## config.mk

```make
export PLATFORM = sky130hd
export DESIGN_NAME = sss_top
export DESIGN_NICKNAME = d
export VERILOG_FILES = /design/src/rtl/sss_pkg.sv /design/src/rtl/sss_result_mem.sv /design/src/rtl/sss_top.sv
export SDC_FILE = /design/constraint.sdc
export NUM_CORES = 1
export LEC_CHECK = 0
export ABC_AREA = 0
export BUFFER_PORTS_ARGS = -buffer_cell sky130_fd_sc_hd__buf_2
export CAP_MARGIN = 5
export CORE_UTILIZATION = 30
export DETAILED_ROUTE_END_ITERATION = 10
export PLACE_DENSITY = 0.45
export SLEW_MARGIN = 20
export SYNTH_ARGS = -nofsm -noshare
export SYNTH_HDL_FRONTEND = slang
export SYNTH_SLANG_ARGS = --single-unit
```

## constraint.sdc

```tcl
create_clock -name sys_clk_i -period 6.5 [get_ports sys_clk_i]
set_input_delay 0.325 -clock sys_clk_i [delete_from_list [all_inputs] [get_ports sys_clk_i]]
set_output_delay 0.325 -clock sys_clk_i [all_outputs]
set_load 0.02 [all_outputs]
```

## src/rtl/sss_pkg.sv

```systemverilog
// shared constants and types for the simultaneous sampling sequencer
package sss_pkg;

    // ==========================================================
    // bus and register map
    localparam int APB_AW = 12;
    localparam logic [APB_AW-1:0] CTRL1_ADDR = 12'h000;
    localparam logic [APB_AW-1:0] CTRL2_ADDR = 12'h004;
    localparam logic [APB_AW-1:0] STATUS_ADDR = 12'h008;
    localparam logic [APB_AW-1:0] MASK_ADDR = 12'h00c;
    localparam logic [APB_AW-1:0] RESULT_BASE = 12'h040;
    localparam logic [APB_AW-1:0] RESULT_END = 12'h07c;

    // ==========================================================
    // field positions
    localparam int C1_SIMULTANEOUS_MODE_SELECT_BIT = 0;
    localparam int C1_CONT_BIT = 1;
    localparam int C1_EV1_EN_BIT = 4;
    localparam int C1_EV2_EN_BIT = 5;
    localparam int C1_EXT_EN_BIT = 6;
    localparam int C1_ACQ_LSB = 8;
    localparam int C1_CHAN_LSB = 12;
    localparam int C2_SW_START_BIT = 0;
    localparam int ST_FLAG_A_BIT = 0;
    localparam int ST_FLAG_B_BIT = 1;
    localparam int ST_BUSY_BIT = 8;
    localparam int ST_PTR_LSB = 12;
    localparam logic [15:0] CTRL1_RESET = 16'h0000;
    localparam logic [1:0] MASK_RESET = 2'h0;

    // ==========================================================
    // result store
    localparam int RES_W = 12;
    localparam int SLOT_AW = 4;
    localparam int SLOT_N = 16;

    // ==========================================================
    // timing: converter clock derived from the system clock
    localparam longint SYS_CLK_HZ = 10_000_000;
    localparam longint CONV_CLK_HZ = 5_000_000;
    localparam int HALF_TICKS = int'(SYS_CLK_HZ / (2 * CONV_CLK_HZ));
    localparam logic [7:0] CONV_CYC = 8'(2 * HALF_TICKS);
    localparam int TRIG_DLY_HALVES = 5;
    localparam logic [7:0] TRIG_DLY_CYC = 8'(TRIG_DLY_HALVES * HALF_TICKS);
    localparam logic [7:0] SH_BASE_CLK = 8'h01;
    localparam logic [7:0] FIRST_A_CLK = 8'h04;
    localparam logic [7:0] FIRST_B_CLK = 8'h05;
    localparam logic [7:0] SUCC_SIM_CLK = 8'h03;
    localparam logic [7:0] SUCC_SEQ_CLK = 8'h02;
    localparam int FLAG_DLY = 2;

    // ==========================================================
    // types
    typedef enum logic [1:0] {
        ST_IDLE = 2'b00,
        ST_DELAY = 2'b01,
        ST_HOLD = 2'b10,
        ST_CONV = 2'b11
    } sss_state_e;

    typedef struct packed {
        logic psel;
        logic penable;
        logic pwrite;
        logic [APB_AW-1:0] paddr;
        logic [31:0] pwdata;
    } sss_apb_req_s;

    typedef struct packed {
        logic [RES_W-1:0] a;
        logic [RES_W-1:0] b;
    } sss_sample_s;

endpackage : sss_pkg

```

## src/rtl/sss_result_mem.sv

```systemverilog
// result slot memory with registered read data
`timescale 1ns/1ns
module sss_result_mem (
    input wire logic sys_clk_i,
    input wire logic wr_en_i,
    input wire logic [sss_pkg::SLOT_AW-1:0] wr_addr_i,
    input wire logic [sss_pkg::RES_W-1:0] wr_data_i,
    input wire logic [sss_pkg::SLOT_AW-1:0] rd_addr_i,
    output logic [sss_pkg::RES_W-1:0] rd_data_o
);
    import sss_pkg::*;

    logic [RES_W-1:0] mem_reg [SLOT_N];

    // no reset on the array: contents are undefined until first conversion
    always_ff @(posedge sys_clk_i) begin
        if (wr_en_i) begin
            mem_reg[wr_addr_i] <= wr_data_i;
        end
        rd_data_o <= mem_reg[rd_addr_i];
    end

endmodule : sss_result_mem

```

## src/rtl/sss_top.sv

```systemverilog
// sampling sequencer: triggers, sample/hold timing, result slots, flags, apb slave
`timescale 1ns/1ns
// Functional notes
// with simultaneous mode set, convert both pair channels each pulse; continuous allowed
// any one of eight like-numbered A/B channel pairs is selectable
// software selects only like-numbered pairs; mixed pairings are not allowed
// start comes from either event manager, software, or external start pin
// both pair channels are sampled together at the sample/hold falling edge
// sample/hold pulse lasts one to sixteen converter clocks
// sampling begins two and a half converter clocks after the trigger
// sample/hold width is one plus acquisition field, bits eight to eleven
// first sample: A result after four clocks, B result after five
// successive samples: both results after three plus acquisition field clocks; here B is written one system cycle after A
// interrupt flags set a few system cycles after result update
// simultaneous mode clear: one selected channel converted per pulse
// pair results go to adjacent slots, A written first
module sss_top (
    input wire logic sys_clk_i,
    input wire logic reset_n_i,
    input wire sss_pkg::sss_apb_req_s apb_req_i,
    output logic [31:0] prdata_o,
    output logic pready_o,
    output logic pslverr_o,
    input wire logic event_manager_first_i,
    input wire logic event_manager_second_i,
    input wire logic external_conversion_start_i,
    input wire sss_pkg::sss_sample_s analog_input_channel_i,
    output logic [3:0] chan_sel_o,
    output logic sample_hold_o,
    output logic irq_o
);
    import sss_pkg::*;

    // ==========================================================
    // declarations
    sss_state_e state_reg;
    logic [15:0] ctrl1_reg;
    logic [1:0] status_reg;
    logic [1:0] mask_reg;
    logic [7:0] cnt_reg;
    logic first_reg;
    logic run_simultaneous_mode_select_reg;
    logic [3:0] run_acq_reg;
    sss_sample_s held_reg;
    logic [SLOT_AW-1:0] ptr_reg;
    logic ev1_prev_reg;
    logic ev2_prev_reg;
    logic ext_prev_reg;
    logic [FLAG_DLY-1:0] flag_a_pipe_reg;
    logic [FLAG_DLY-1:0] flag_b_pipe_reg;
    logic sw_start_reg;
    logic [RES_W-1:0] mem_rdata;
    logic access;
    logic wr_now;
    logic is_ctrl1;
    logic is_ctrl2;
    logic is_status;
    logic is_mask;
    logic is_result;
    logic mapped;
    logic trig;
    logic [7:0] sh_cyc;
    logic [7:0] lat_a;
    logic [7:0] lat_b;
    logic [7:0] last_cnt;
    logic wr_a;
    logic wr_b;
    logic mem_we;
    logic [SLOT_AW-1:0] mem_waddr;
    logic [RES_W-1:0] mem_wdata;
    logic [31:0] rd_word;

    // ==========================================================
    // apb decode
    assign access = apb_req_i.psel & apb_req_i.penable;
    assign wr_now = access & pready_o & apb_req_i.pwrite;

    always_comb begin
        is_ctrl1 = 1'b0;
        is_ctrl2 = 1'b0;
        is_status = 1'b0;
        is_mask = 1'b0;
        is_result = 1'b0;
        if (apb_req_i.paddr == CTRL1_ADDR) begin
            is_ctrl1 = 1'b1;
        end else if (apb_req_i.paddr == CTRL2_ADDR) begin
            is_ctrl2 = 1'b1;
        end else if (apb_req_i.paddr == STATUS_ADDR) begin
            is_status = 1'b1;
        end else if (apb_req_i.paddr == MASK_ADDR) begin
            is_mask = 1'b1;
        end else if (apb_req_i.paddr >= RESULT_BASE && apb_req_i.paddr <= RESULT_END
                     && apb_req_i.paddr[1:0] == 2'h0) begin
            is_result = 1'b1;
        end
    end

    assign mapped = is_ctrl1 | is_ctrl2 | is_status | is_mask | is_result;

    always_comb begin
        rd_word = 32'h0000_0000;
        if (is_ctrl1) begin
            rd_word = {16'h0000, ctrl1_reg};
        end else if (is_status) begin
            rd_word[ST_FLAG_B_BIT:ST_FLAG_A_BIT] = status_reg;
            rd_word[ST_BUSY_BIT] = (state_reg != ST_IDLE);
            rd_word[ST_PTR_LSB +: SLOT_AW] = ptr_reg;
        end else if (is_mask) begin
            rd_word[1:0] = mask_reg;
        end else if (is_result) begin
            rd_word[RES_W-1:0] = mem_rdata;
        end
    end

    // ==========================================================
    // apb answer: one wait state so the slot memory read settles
    always_ff @(posedge sys_clk_i or negedge reset_n_i) begin
        if (!reset_n_i) begin
            pready_o <= 1'b0;
            pslverr_o <= 1'b0;
            prdata_o <= 32'h0000_0000;
        end else begin
            pready_o <= access & ~pready_o;
            pslverr_o <= access & ~pready_o & ~mapped;
            if (access & ~pready_o & ~apb_req_i.pwrite) begin
                prdata_o <= rd_word;
            end
        end
    end

    // ==========================================================
    // control registers
    always_ff @(posedge sys_clk_i or negedge reset_n_i) begin
        if (!reset_n_i) begin
            ctrl1_reg <= CTRL1_RESET;
            mask_reg <= MASK_RESET;
        end else if (wr_now) begin
            if (is_ctrl1) begin
                ctrl1_reg <= apb_req_i.pwdata[15:0];
            end
            if (is_mask) begin
                mask_reg <= apb_req_i.pwdata[1:0];
            end
        end
    end

    // software start is a write-one strobe, never stored beyond one cycle
    always_ff @(posedge sys_clk_i or negedge reset_n_i) begin
        if (!reset_n_i) begin
            sw_start_reg <= 1'b0;
        end else begin
            sw_start_reg <= wr_now & is_ctrl2 & apb_req_i.pwdata[C2_SW_START_BIT];
        end
    end

    // ==========================================================
    // trigger sources
    always_ff @(posedge sys_clk_i or negedge reset_n_i) begin
        if (!reset_n_i) begin
            ev1_prev_reg <= 1'b0;
            ev2_prev_reg <= 1'b0;
            ext_prev_reg <= 1'b0;
        end else begin
            ev1_prev_reg <= event_manager_first_i;
            ev2_prev_reg <= event_manager_second_i;
            ext_prev_reg <= external_conversion_start_i;
        end
    end

    // rising edges only, so a held trigger level does not restart
    assign trig = sw_start_reg
        | (ctrl1_reg[C1_EV1_EN_BIT] & event_manager_first_i & ~ev1_prev_reg)
        | (ctrl1_reg[C1_EV2_EN_BIT] & event_manager_second_i & ~ev2_prev_reg)
        | (ctrl1_reg[C1_EXT_EN_BIT] & external_conversion_start_i & ~ext_prev_reg);

    // ==========================================================
    // timing figures in system cycles
    assign sh_cyc = 8'((SH_BASE_CLK + {4'h0, run_acq_reg}) * CONV_CYC);
    always_comb begin
        if (first_reg) begin
            lat_a = 8'(FIRST_A_CLK * CONV_CYC);
            lat_b = 8'(FIRST_B_CLK * CONV_CYC);
        end else if (run_simultaneous_mode_select_reg) begin
            lat_a = 8'((SUCC_SIM_CLK + {4'h0, run_acq_reg}) * CONV_CYC);
            lat_b = 8'(lat_a + 8'h01);
        end else begin
            lat_a = 8'((SUCC_SEQ_CLK + {4'h0, run_acq_reg}) * CONV_CYC);
            lat_b = lat_a;
        end
        last_cnt = run_simultaneous_mode_select_reg ? lat_b : lat_a;
    end

    assign wr_a = (state_reg == ST_CONV) && (cnt_reg == lat_a);
    assign wr_b = (state_reg == ST_CONV) && run_simultaneous_mode_select_reg && (cnt_reg == lat_b);

    // ==========================================================
    // sequencer
    always_ff @(posedge sys_clk_i or negedge reset_n_i) begin
        if (!reset_n_i) begin
            state_reg <= ST_IDLE;
            cnt_reg <= 8'h00;
            first_reg <= 1'b1;
            run_simultaneous_mode_select_reg <= 1'b0;
            run_acq_reg <= 4'h0;
            chan_sel_o <= 4'h0;
            sample_hold_o <= 1'b0;
        end else begin
            case (state_reg)
                ST_IDLE: begin
                    if (trig) begin
                        // settings frozen for the whole run
                        run_simultaneous_mode_select_reg <= ctrl1_reg[C1_SIMULTANEOUS_MODE_SELECT_BIT];
                        run_acq_reg <= ctrl1_reg[C1_ACQ_LSB +: 4];
                        chan_sel_o <= ctrl1_reg[C1_CHAN_LSB +: 4];
                        first_reg <= 1'b1;
                        cnt_reg <= 8'(TRIG_DLY_CYC - 8'h01);
                        state_reg <= ST_DELAY;
                    end
                end
                ST_DELAY: begin
                    if (cnt_reg == 8'h00) begin
                        sample_hold_o <= 1'b1;
                        cnt_reg <= 8'(sh_cyc - 8'h01);
                        state_reg <= ST_HOLD;
                    end else begin
                        cnt_reg <= 8'(cnt_reg - 8'h01);
                    end
                end
                ST_HOLD: begin
                    if (cnt_reg == 8'h00) begin
                        sample_hold_o <= 1'b0;
                        cnt_reg <= 8'h01;
                        state_reg <= ST_CONV;
                    end else begin
                        cnt_reg <= 8'(cnt_reg - 8'h01);
                    end
                end
                ST_CONV: begin
                    if (cnt_reg == last_cnt) begin
                        first_reg <= 1'b0;
                        // continuous mode: next pulse starts without a trigger
                        if (ctrl1_reg[C1_CONT_BIT]) begin
                            sample_hold_o <= 1'b1;
                            cnt_reg <= 8'(sh_cyc - 8'h01);
                            state_reg <= ST_HOLD;
                        end else begin
                            state_reg <= ST_IDLE;
                        end
                    end else begin
                        cnt_reg <= 8'(cnt_reg + 8'h01);
                    end
                end
                default: begin
                    state_reg <= ST_IDLE;
                end
            endcase
        end
    end

    // ==========================================================
    // sample capture: both channels at the same edge
    always_ff @(posedge sys_clk_i or negedge reset_n_i) begin
        if (!reset_n_i) begin
            held_reg <= '0;
        end else if (state_reg == ST_HOLD && cnt_reg == 8'h00) begin
            held_reg <= analog_input_channel_i;
        end
    end

    // ==========================================================
    // result slots
    always_comb begin
        mem_we = wr_a | wr_b;
        mem_waddr = ptr_reg;
        mem_wdata = wr_a ? held_reg.a : held_reg.b;
        // sequential mode takes the B input when the select names a B channel
        if (wr_a && !run_simultaneous_mode_select_reg && chan_sel_o[3]) begin
            mem_wdata = held_reg.b;
        end
    end

    always_ff @(posedge sys_clk_i or negedge reset_n_i) begin
        if (!reset_n_i) begin
            ptr_reg <= '0;
        end else if (state_reg == ST_IDLE && trig) begin
            ptr_reg <= '0;
        end else if (mem_we) begin
            ptr_reg <= SLOT_AW'(ptr_reg + 1'b1);
        end
    end

    sss_result_mem u_mem (
        .sys_clk_i(sys_clk_i),
        .wr_en_i(mem_we),
        .wr_addr_i(mem_waddr),
        .wr_data_i(mem_wdata),
        .rd_addr_i(apb_req_i.paddr[2 +: SLOT_AW]),
        .rd_data_o(mem_rdata)
    );

    // ==========================================================
    // flags trail the slot write by a fixed pipe
    always_ff @(posedge sys_clk_i or negedge reset_n_i) begin
        if (!reset_n_i) begin
            flag_a_pipe_reg <= '0;
            flag_b_pipe_reg <= '0;
        end else begin
            flag_a_pipe_reg <= {flag_a_pipe_reg[FLAG_DLY-2:0], wr_a};
            flag_b_pipe_reg <= {flag_b_pipe_reg[FLAG_DLY-2:0], wr_b};
        end
    end

    // set wins over a same-cycle write-one clear
    always_ff @(posedge sys_clk_i or negedge reset_n_i) begin
        if (!reset_n_i) begin
            status_reg <= 2'h0;
        end else begin
            if (wr_now && is_status) begin
                status_reg <= status_reg & ~apb_req_i.pwdata[1:0]
                    | {flag_b_pipe_reg[FLAG_DLY-1], flag_a_pipe_reg[FLAG_DLY-1]};
            end else begin
                status_reg <= status_reg
                    | {flag_b_pipe_reg[FLAG_DLY-1], flag_a_pipe_reg[FLAG_DLY-1]};
            end
        end
    end

    always_ff @(posedge sys_clk_i or negedge reset_n_i) begin
        if (!reset_n_i) begin
            irq_o <= 1'b0;
        end else begin
            irq_o <= |(status_reg & mask_reg);
        end
    end

endmodule : sss_top

```

# ---- Yosys cells after proc, flatten, opt, wreduce, memory -nomap -nowiden
# Memories as Yosys holds them, arrays and structs flattened. A register that Yosys moved wholly into a read port is not among the register bits.
# Cells that the tools add are included.
# W data, S select, Z words.
dict set report word_totals {
  ff_bits 96
  latch_bits 0
  ramBits 192
  mem_bits_ro 0
  input_bits 76
  output_inout_bits 40
  word_cells 165
  n_memories 1
}
dict set report classes {
  add_sub_neg 8
  n_mul 0
  div 0
  magnitude_cmp 2
  eq_ne 15
  n_shift 0
  muxes 56
  n_bitwise 33
  reduce_logical 27
}
# name depth word_bits read_ports rd_ports_with_merged_regs write_ports line_no
set mem_list {}
lappend mem_list {u_mem.mem_reg 16 12 1 1 1 sss_result_mem.sv:13} ;# logic [RES_W-1:0] mem_reg [SLOT_N];
# operator count
set ops {}
lappend ops {{$mux W8} 6}
lappend ops {{$mux W12} 3}
lappend ops {{$pmux W8 S4} 1}
lappend ops {{$eq A12 B4 Y1 const B} 2}
lappend ops {{$eq A8 B8 Y1} 3}
lappend ops {{$mux W1} 24}
lappend ops {{$mux W6} 3}
lappend ops {{$mux W16} 1}
lappend ops {{$mux W2} 8}
lappend ops {{$and A1 B1 Y1} 14}
lappend ops {{$mux W7} 2}
lappend ops {{$eq A12 B3 Y1 const B} 1}
lappend ops {{$ge A12 B7 Y1 const B} 1}
lappend ops {{$le A12 B7 Y1 const B} 1}
lappend ops {{$logic_not A12 Y1} 1}
lappend ops {{$mux W4} 3}
lappend ops {{$add A2 B4 Y5 const A} 2}
lappend ops {{$logic_and A1 B1 Y1} 10}
lappend ops {{$mux W10} 1}
lappend ops {{$add A8 B1 Y8 const B} 1}
lappend ops {{$logic_not A8 Y1} 1}
lappend ops {{$ne A2 B2 Y1 const B} 4}
lappend ops {{$or A1 B1 Y1} 8}
lappend ops {{$pmux W2 S4} 1}
lappend ops {{25 further kinds} 39}

# ---- Logic depth before layout (Yosys ltp)
dict set report logic_depth {
  word_depth 12
  mapped_depth 12
  depth_no_buf 9
}

# ---- Cells and area by module
# Synthesis repeated with hierarchy kept, for this count alone.
dict set report hier_totals {
  cells_unflattened 855
  hier_area_um2 12918.6
}
# mod n_inst cells_per_inst area_per_inst_um2 seq_area_each_um2
set by_module_without_submodules {}
lappend by_module_without_submodules {sss_result_mem 1 329 7599.8 6005.8}
lappend by_module_without_submodules {sss_top 1 526 5318.9 2403.6}

# ---- Worst setup path after synthesis
# Ideal clock, no wire load.
dict set report synth_path {
  path_kind {reg2reg}
  startpoint {register run_acq_reg[0]}
  endpoint {memory u_mem.mem_reg[5][0], enable pin}
  setup_ns 0.396
  t_arrival_ns 3.400
  required_time_ns 6.104
  path_slack_ns 2.704
  stages_incl_launch_ff 10
  path_buffers 1
  period_less_slack_ns 3.796
  cell_sequence {dfrtp_1 > clkbuf_1 > inv_1 > ha_1 > and2_1 > o31ai_1 > o2111ai_1 > nor4_2 > nand2_1 > nor3_1}
}
dict set report synth_between {
  elab_chain_len 9
  word_cells_on_any_way 14
  cone_classes {3 x add/sub; 2 x eq/ne; 6 x mux; 1 x bitwise; 2 x reduce/logical}
}
# element line_no
set synth_rtl {}
lappend synth_rtl {{start, declared} sss_top.sv:43} ;# logic [3:0] run_acq_reg;
lappend synth_rtl {{start signal, assigned} sss_top.sv:213} ;# run_acq_reg <= ctrl1_reg[C1_ACQ_LSB +: 4];
lappend synth_rtl {{$add A2 B4 Y5} sss_top.sv:184} ;# lat_a = 8'((SUCC_SIM_CLK + {4'h0, run_acq_reg}) * CONV_CYC);
lappend synth_rtl {{$add A6 B1 Y7} sss_top.sv:185} ;# lat_b = 8'(lat_a + 8'h01);
lappend synth_rtl {{$mux W7} sss_top.sv:183} ;# end else if (run_simultaneous_mode_select_reg) begin
lappend synth_rtl {{$mux W7} sss_top.sv:180} ;# if (first_reg) begin
lappend synth_rtl {{$eq A8 B8 Y1} sss_top.sv:194} ;# assign wr_b = (state_reg == ST_CONV) && run_simultaneous_mode_select_reg && (cnt_reg == lat_b);
lappend synth_rtl {{$logic_and A1 B1 Y1} sss_top.sv:194}
lappend synth_rtl {{$or A1 B1 Y1 (*)} sss_top.sv:273} ;# mem_we = wr_a | wr_b;
lappend synth_rtl {{$mux W1 (*)} sss_result_mem.sv:17} ;# if (wr_en_i) begin
lappend synth_rtl {{$mux W1 (not written as such) (*)} sss_result_mem.sv:18} ;# mem_reg[wr_addr_i] <= wr_data_i;
lappend synth_rtl {{end, declared} sss_result_mem.sv:13}
# Mark *: on every way between the ends. The rest lies on a longest branch, timed or not.

# ---- Worst setup path in the final report
dict set report layout_path {
  startpoint {register run_acq_reg[0]}
  endpoint {memory u_mem.mem_reg[5][2], enable pin}
}
# Same word-level chain as after synthesis.

==> run_results.csv <==
group,metric,value,unit
status,status,"finished, final reports clean",
sta,hold_viol,0,
clock_network,cts_max_level,2,
sta,min_period_over_period,66.4,%
synth,syn_area,12900,µm²
detailed_routing,drt_first_pass_iters,5,
sta,tightestPinTransition,1020,ps
pwr,combPwrFrac,4.7,%
finish,mostFrequentLayoutCells,"edfxtp_1, dfrtp_1, buf_2, mux4_2, nand2_1",
setup_path,r2r_setup_slack,2180,ps
worst_hold_path,min_path_cells,2,
finish,seq_area,8410,µm²
detailed_routing,drcViolationCount,0,
synth,synth_cells,830,
grt,use_met1,19.9,%
pwr,ir_drop,0.217,mV
grt,grtUsageMet2,23.1,%
synth,synth_edf_count,192,
setup_path,endpoint_kind,"register",
sta,setup_tns,0,ps
pwr,cellLeakagePower,5.70,nW
setup_path,worst_r2r_endpoint,"u_mem.mem_reg[5][2]$_DFFE_PP_",
placement,gp_congestion,0.754,
clock_network,cts_root_buffer,"clkbuf_16",
sta,clock.fmax,232,MHz
synth,dominantRegCellSynth,"edfxtp_1",
die,die_w,209,µm
grt,grt_pass1_vias,7370,
worst_hold_path,hold_start,"apb_req_i[5]",
sta,worst_clock_skew,32.4,ps
clock_network,cts_hold_buffers,28,
clock_network,cts.repair.resized,0,
detailed_routing,ant_nets,0,
finish,largest_register_ffs,192,
setup_path,crit_type,"reg -> reg",
detailed_routing,wl_per_cell,20.3,µm
clock_network,cts.path.max_buffers,3,
finish,multi_input_area,4150,µm²
pwr,power.density,280,nW/µm²
placement,port_buffers,83,
clock_network,insertion_delay,550,ps
finish,final_common_cell,"edfxtp_1",
grt,grt-ovfl-total,0,
setup_path,crit_arrival,4560,ps
grt,met3_usage,2.68,%
grt,grt.busiest_layer,"met2",
detailed_routing,viasPerCell,4.79,
pwr,seq_power_share,48.3,%
finish,drive_above_1_share,29.6,%
setup_path,crit_required,6750,ps
grt,grt_max_degree,63,
synth,ys_warn_count,0,
die,coreArea,42100,µm²
pwr,p_int,3.34,mW
sta,drv_slew,0,
clock_network,clk_pin_slew,60,ps
pwr,switching_power,954,µW
clock_network,cts.sinks,300,
job,max-cap-violations,0,
synth,yosysUniqueCellTypes,74,
finish,fillCellCount,3997,
synth,synth.avg_cell_area,15.5,µm²
grt,grt_usage,14.3,%
grt,grt_pass1_wl,47000,µm
grt,antenna_found_initial,2,
clock_network,cts_buffers,36,
setup_path,start_kind,"register",
detailed_routing,drt_iter0_drc,526,
detailed_routing,vias,7250,
setup_path,reg2reg_from,"run_acq_reg[0]$_DFFE_PN0P_",
synth,async_flop_share,32.0,%
die,die_h,209,µm
die,rows,75,
finish,syn_to_final_growth,18.8,%
detailed_routing,drt-total-wl,30700,µm
synth,synth_seq_cells,300,
worst_hold_path,min_path_type,"in -> reg",
worst_hold_path,whs_endpoint,"ctrl1_reg[5]$_DFFE_PN0P_",
setup_path,path_max_fanout,16,
sta,relSlewSlack,31.4,%
synth,ys_seq_area_share,65.2,%
placement,dp_hpwl,19300,µm
pwr,p_clk_share,47.0,%
die,ios,116,
sta,min_period,4320,ps
finish,fin_nets,1031,
clock_network,cts_tree,"done",
sta,rsz0062_at_grt,"no",
setup_path,rr_worst_depth,9,
sta,setup_viol,0,
pwr,swShare,22.2,%
pwr,total_power,4.29,mW
clock_network,cts_setup_buffers,0,
die,start_util,30.6,%
die,die-area,43800,µm²
-- kinds of logic (layout without fill, tap and decap cells) --
group	after synthesis	count (layout)	share of synthesized area (%)
AO/OA/AOI/OAI	104	104	5.80
multiplexers	123	123	16.3
XOR/XNOR	12	12	0.815
other	1	17	0.0291
buffers and inverters	86	213	3.31
AND/OR/NAND/NOR	193	193	7.49
flip-flops	300	300	65.2
adder cells (fa/ha/maj)	11	11	1.07
-- synthesized netlist by cell type, drive strengths merged, types with 16 or more instances --
cell type / count / area, µm²
clkbuf: 33 / 125
inv: 23 / 86.3
nor2: 54 / 205
nor3: 17 / 96.4
dfrtp: 95 / 2380
nand2: 58 / 218
buf: 30 / 215
edfxtp: 192 / 5770
mux4: 60 / 1350
mux2: 54 / 646
o21ai: 16 / 80.1
a21oi: 24 / 120
-- how the worst max path moves through the flow --
stage / start / to / slack, ps / cells after the start
floorplan: run_acq_reg[0]$_DFFE_PN0P_ / u_mem.mem_reg[5][0]$_DFFE_PP_ / 2700 / 9
global placement: run_acq_reg[0]$_DFFE_PN0P_ / u_mem.mem_reg[5][0]$_DFFE_PP_ / 2200 / 9
detailed placement: run_acq_reg[0]$_DFFE_PN0P_ / u_mem.mem_reg[5][0]$_DFFE_PP_ / 2060 / 9
CTS: run_acq_reg[0]$_DFFE_PN0P_ / u_mem.mem_reg[5][2]$_DFFE_PP_ / 2080 / 9
global route: run_acq_reg[0]$_DFFE_PN0P_ / u_mem.mem_reg[5][2]$_DFFE_PP_ / 1870 / 9
finish: run_acq_reg[0]$_DFFE_PN0P_ / u_mem.mem_reg[5][2]$_DFFE_PP_ / 2180 / 9
-- layer usage --
| layer | part of all wire [%] | vias up |
|---|---|---|
| li1 | - | 3384 |
| met1 | 47 | 3673 |
| met2 | 47 | 158 |
| met3 | 4.1 | 35 |
| met4 | 1.5 | 0 |
| met5 | 0 | - |
-- worst max-delay path: stages, from the launching register on --
cell,delay [ps]
dfrtp_1,700
inv_1,190
ha_1,390
and2_1,180
o31ai_1,190
o2111ai_1,280
nor4_2,780
nand2_1,310
nor3_2,720
buf_4,300
-- power groups by stage --
stage	logic, mW	clock network, mW	registers, mW
global route	0.222	2.16	2.08
global placement	0.193	0	2.11
detailed placement	0.193	0	2.11
CTS	0.207	2.07	2.08
finish	0.200	2.02	2.08
floorplan	0.108	0	2.12
-- area by class of cell --
cell class	instances	share of cell area (%)
flip-flops and latches	300	54.9
diodes	1	0.0163
clock inverters	20	1.49
multi-input cells	459	27.1
repair buffers	124	5.21
inverters	23	0.564
clock buffers	46	6.32
well taps	539	4.40
-- through the flow --
stage	cells	instance area (µm²)	utilization (%)	setup slack [ps]	hold WS, ps
global route	1511	15300	36.3	1870	0.0827
detailed placement	1417	13800	32.8	2060	338
finish	1512	15300	36.4	2180	25.1
CTS	1511	15300	36.3	2080	0.578
global placement	1417	13800	32.8	2200	345
floorplan	845	13000	-	2700	29.4
Power figures use the tool's default switching activity.
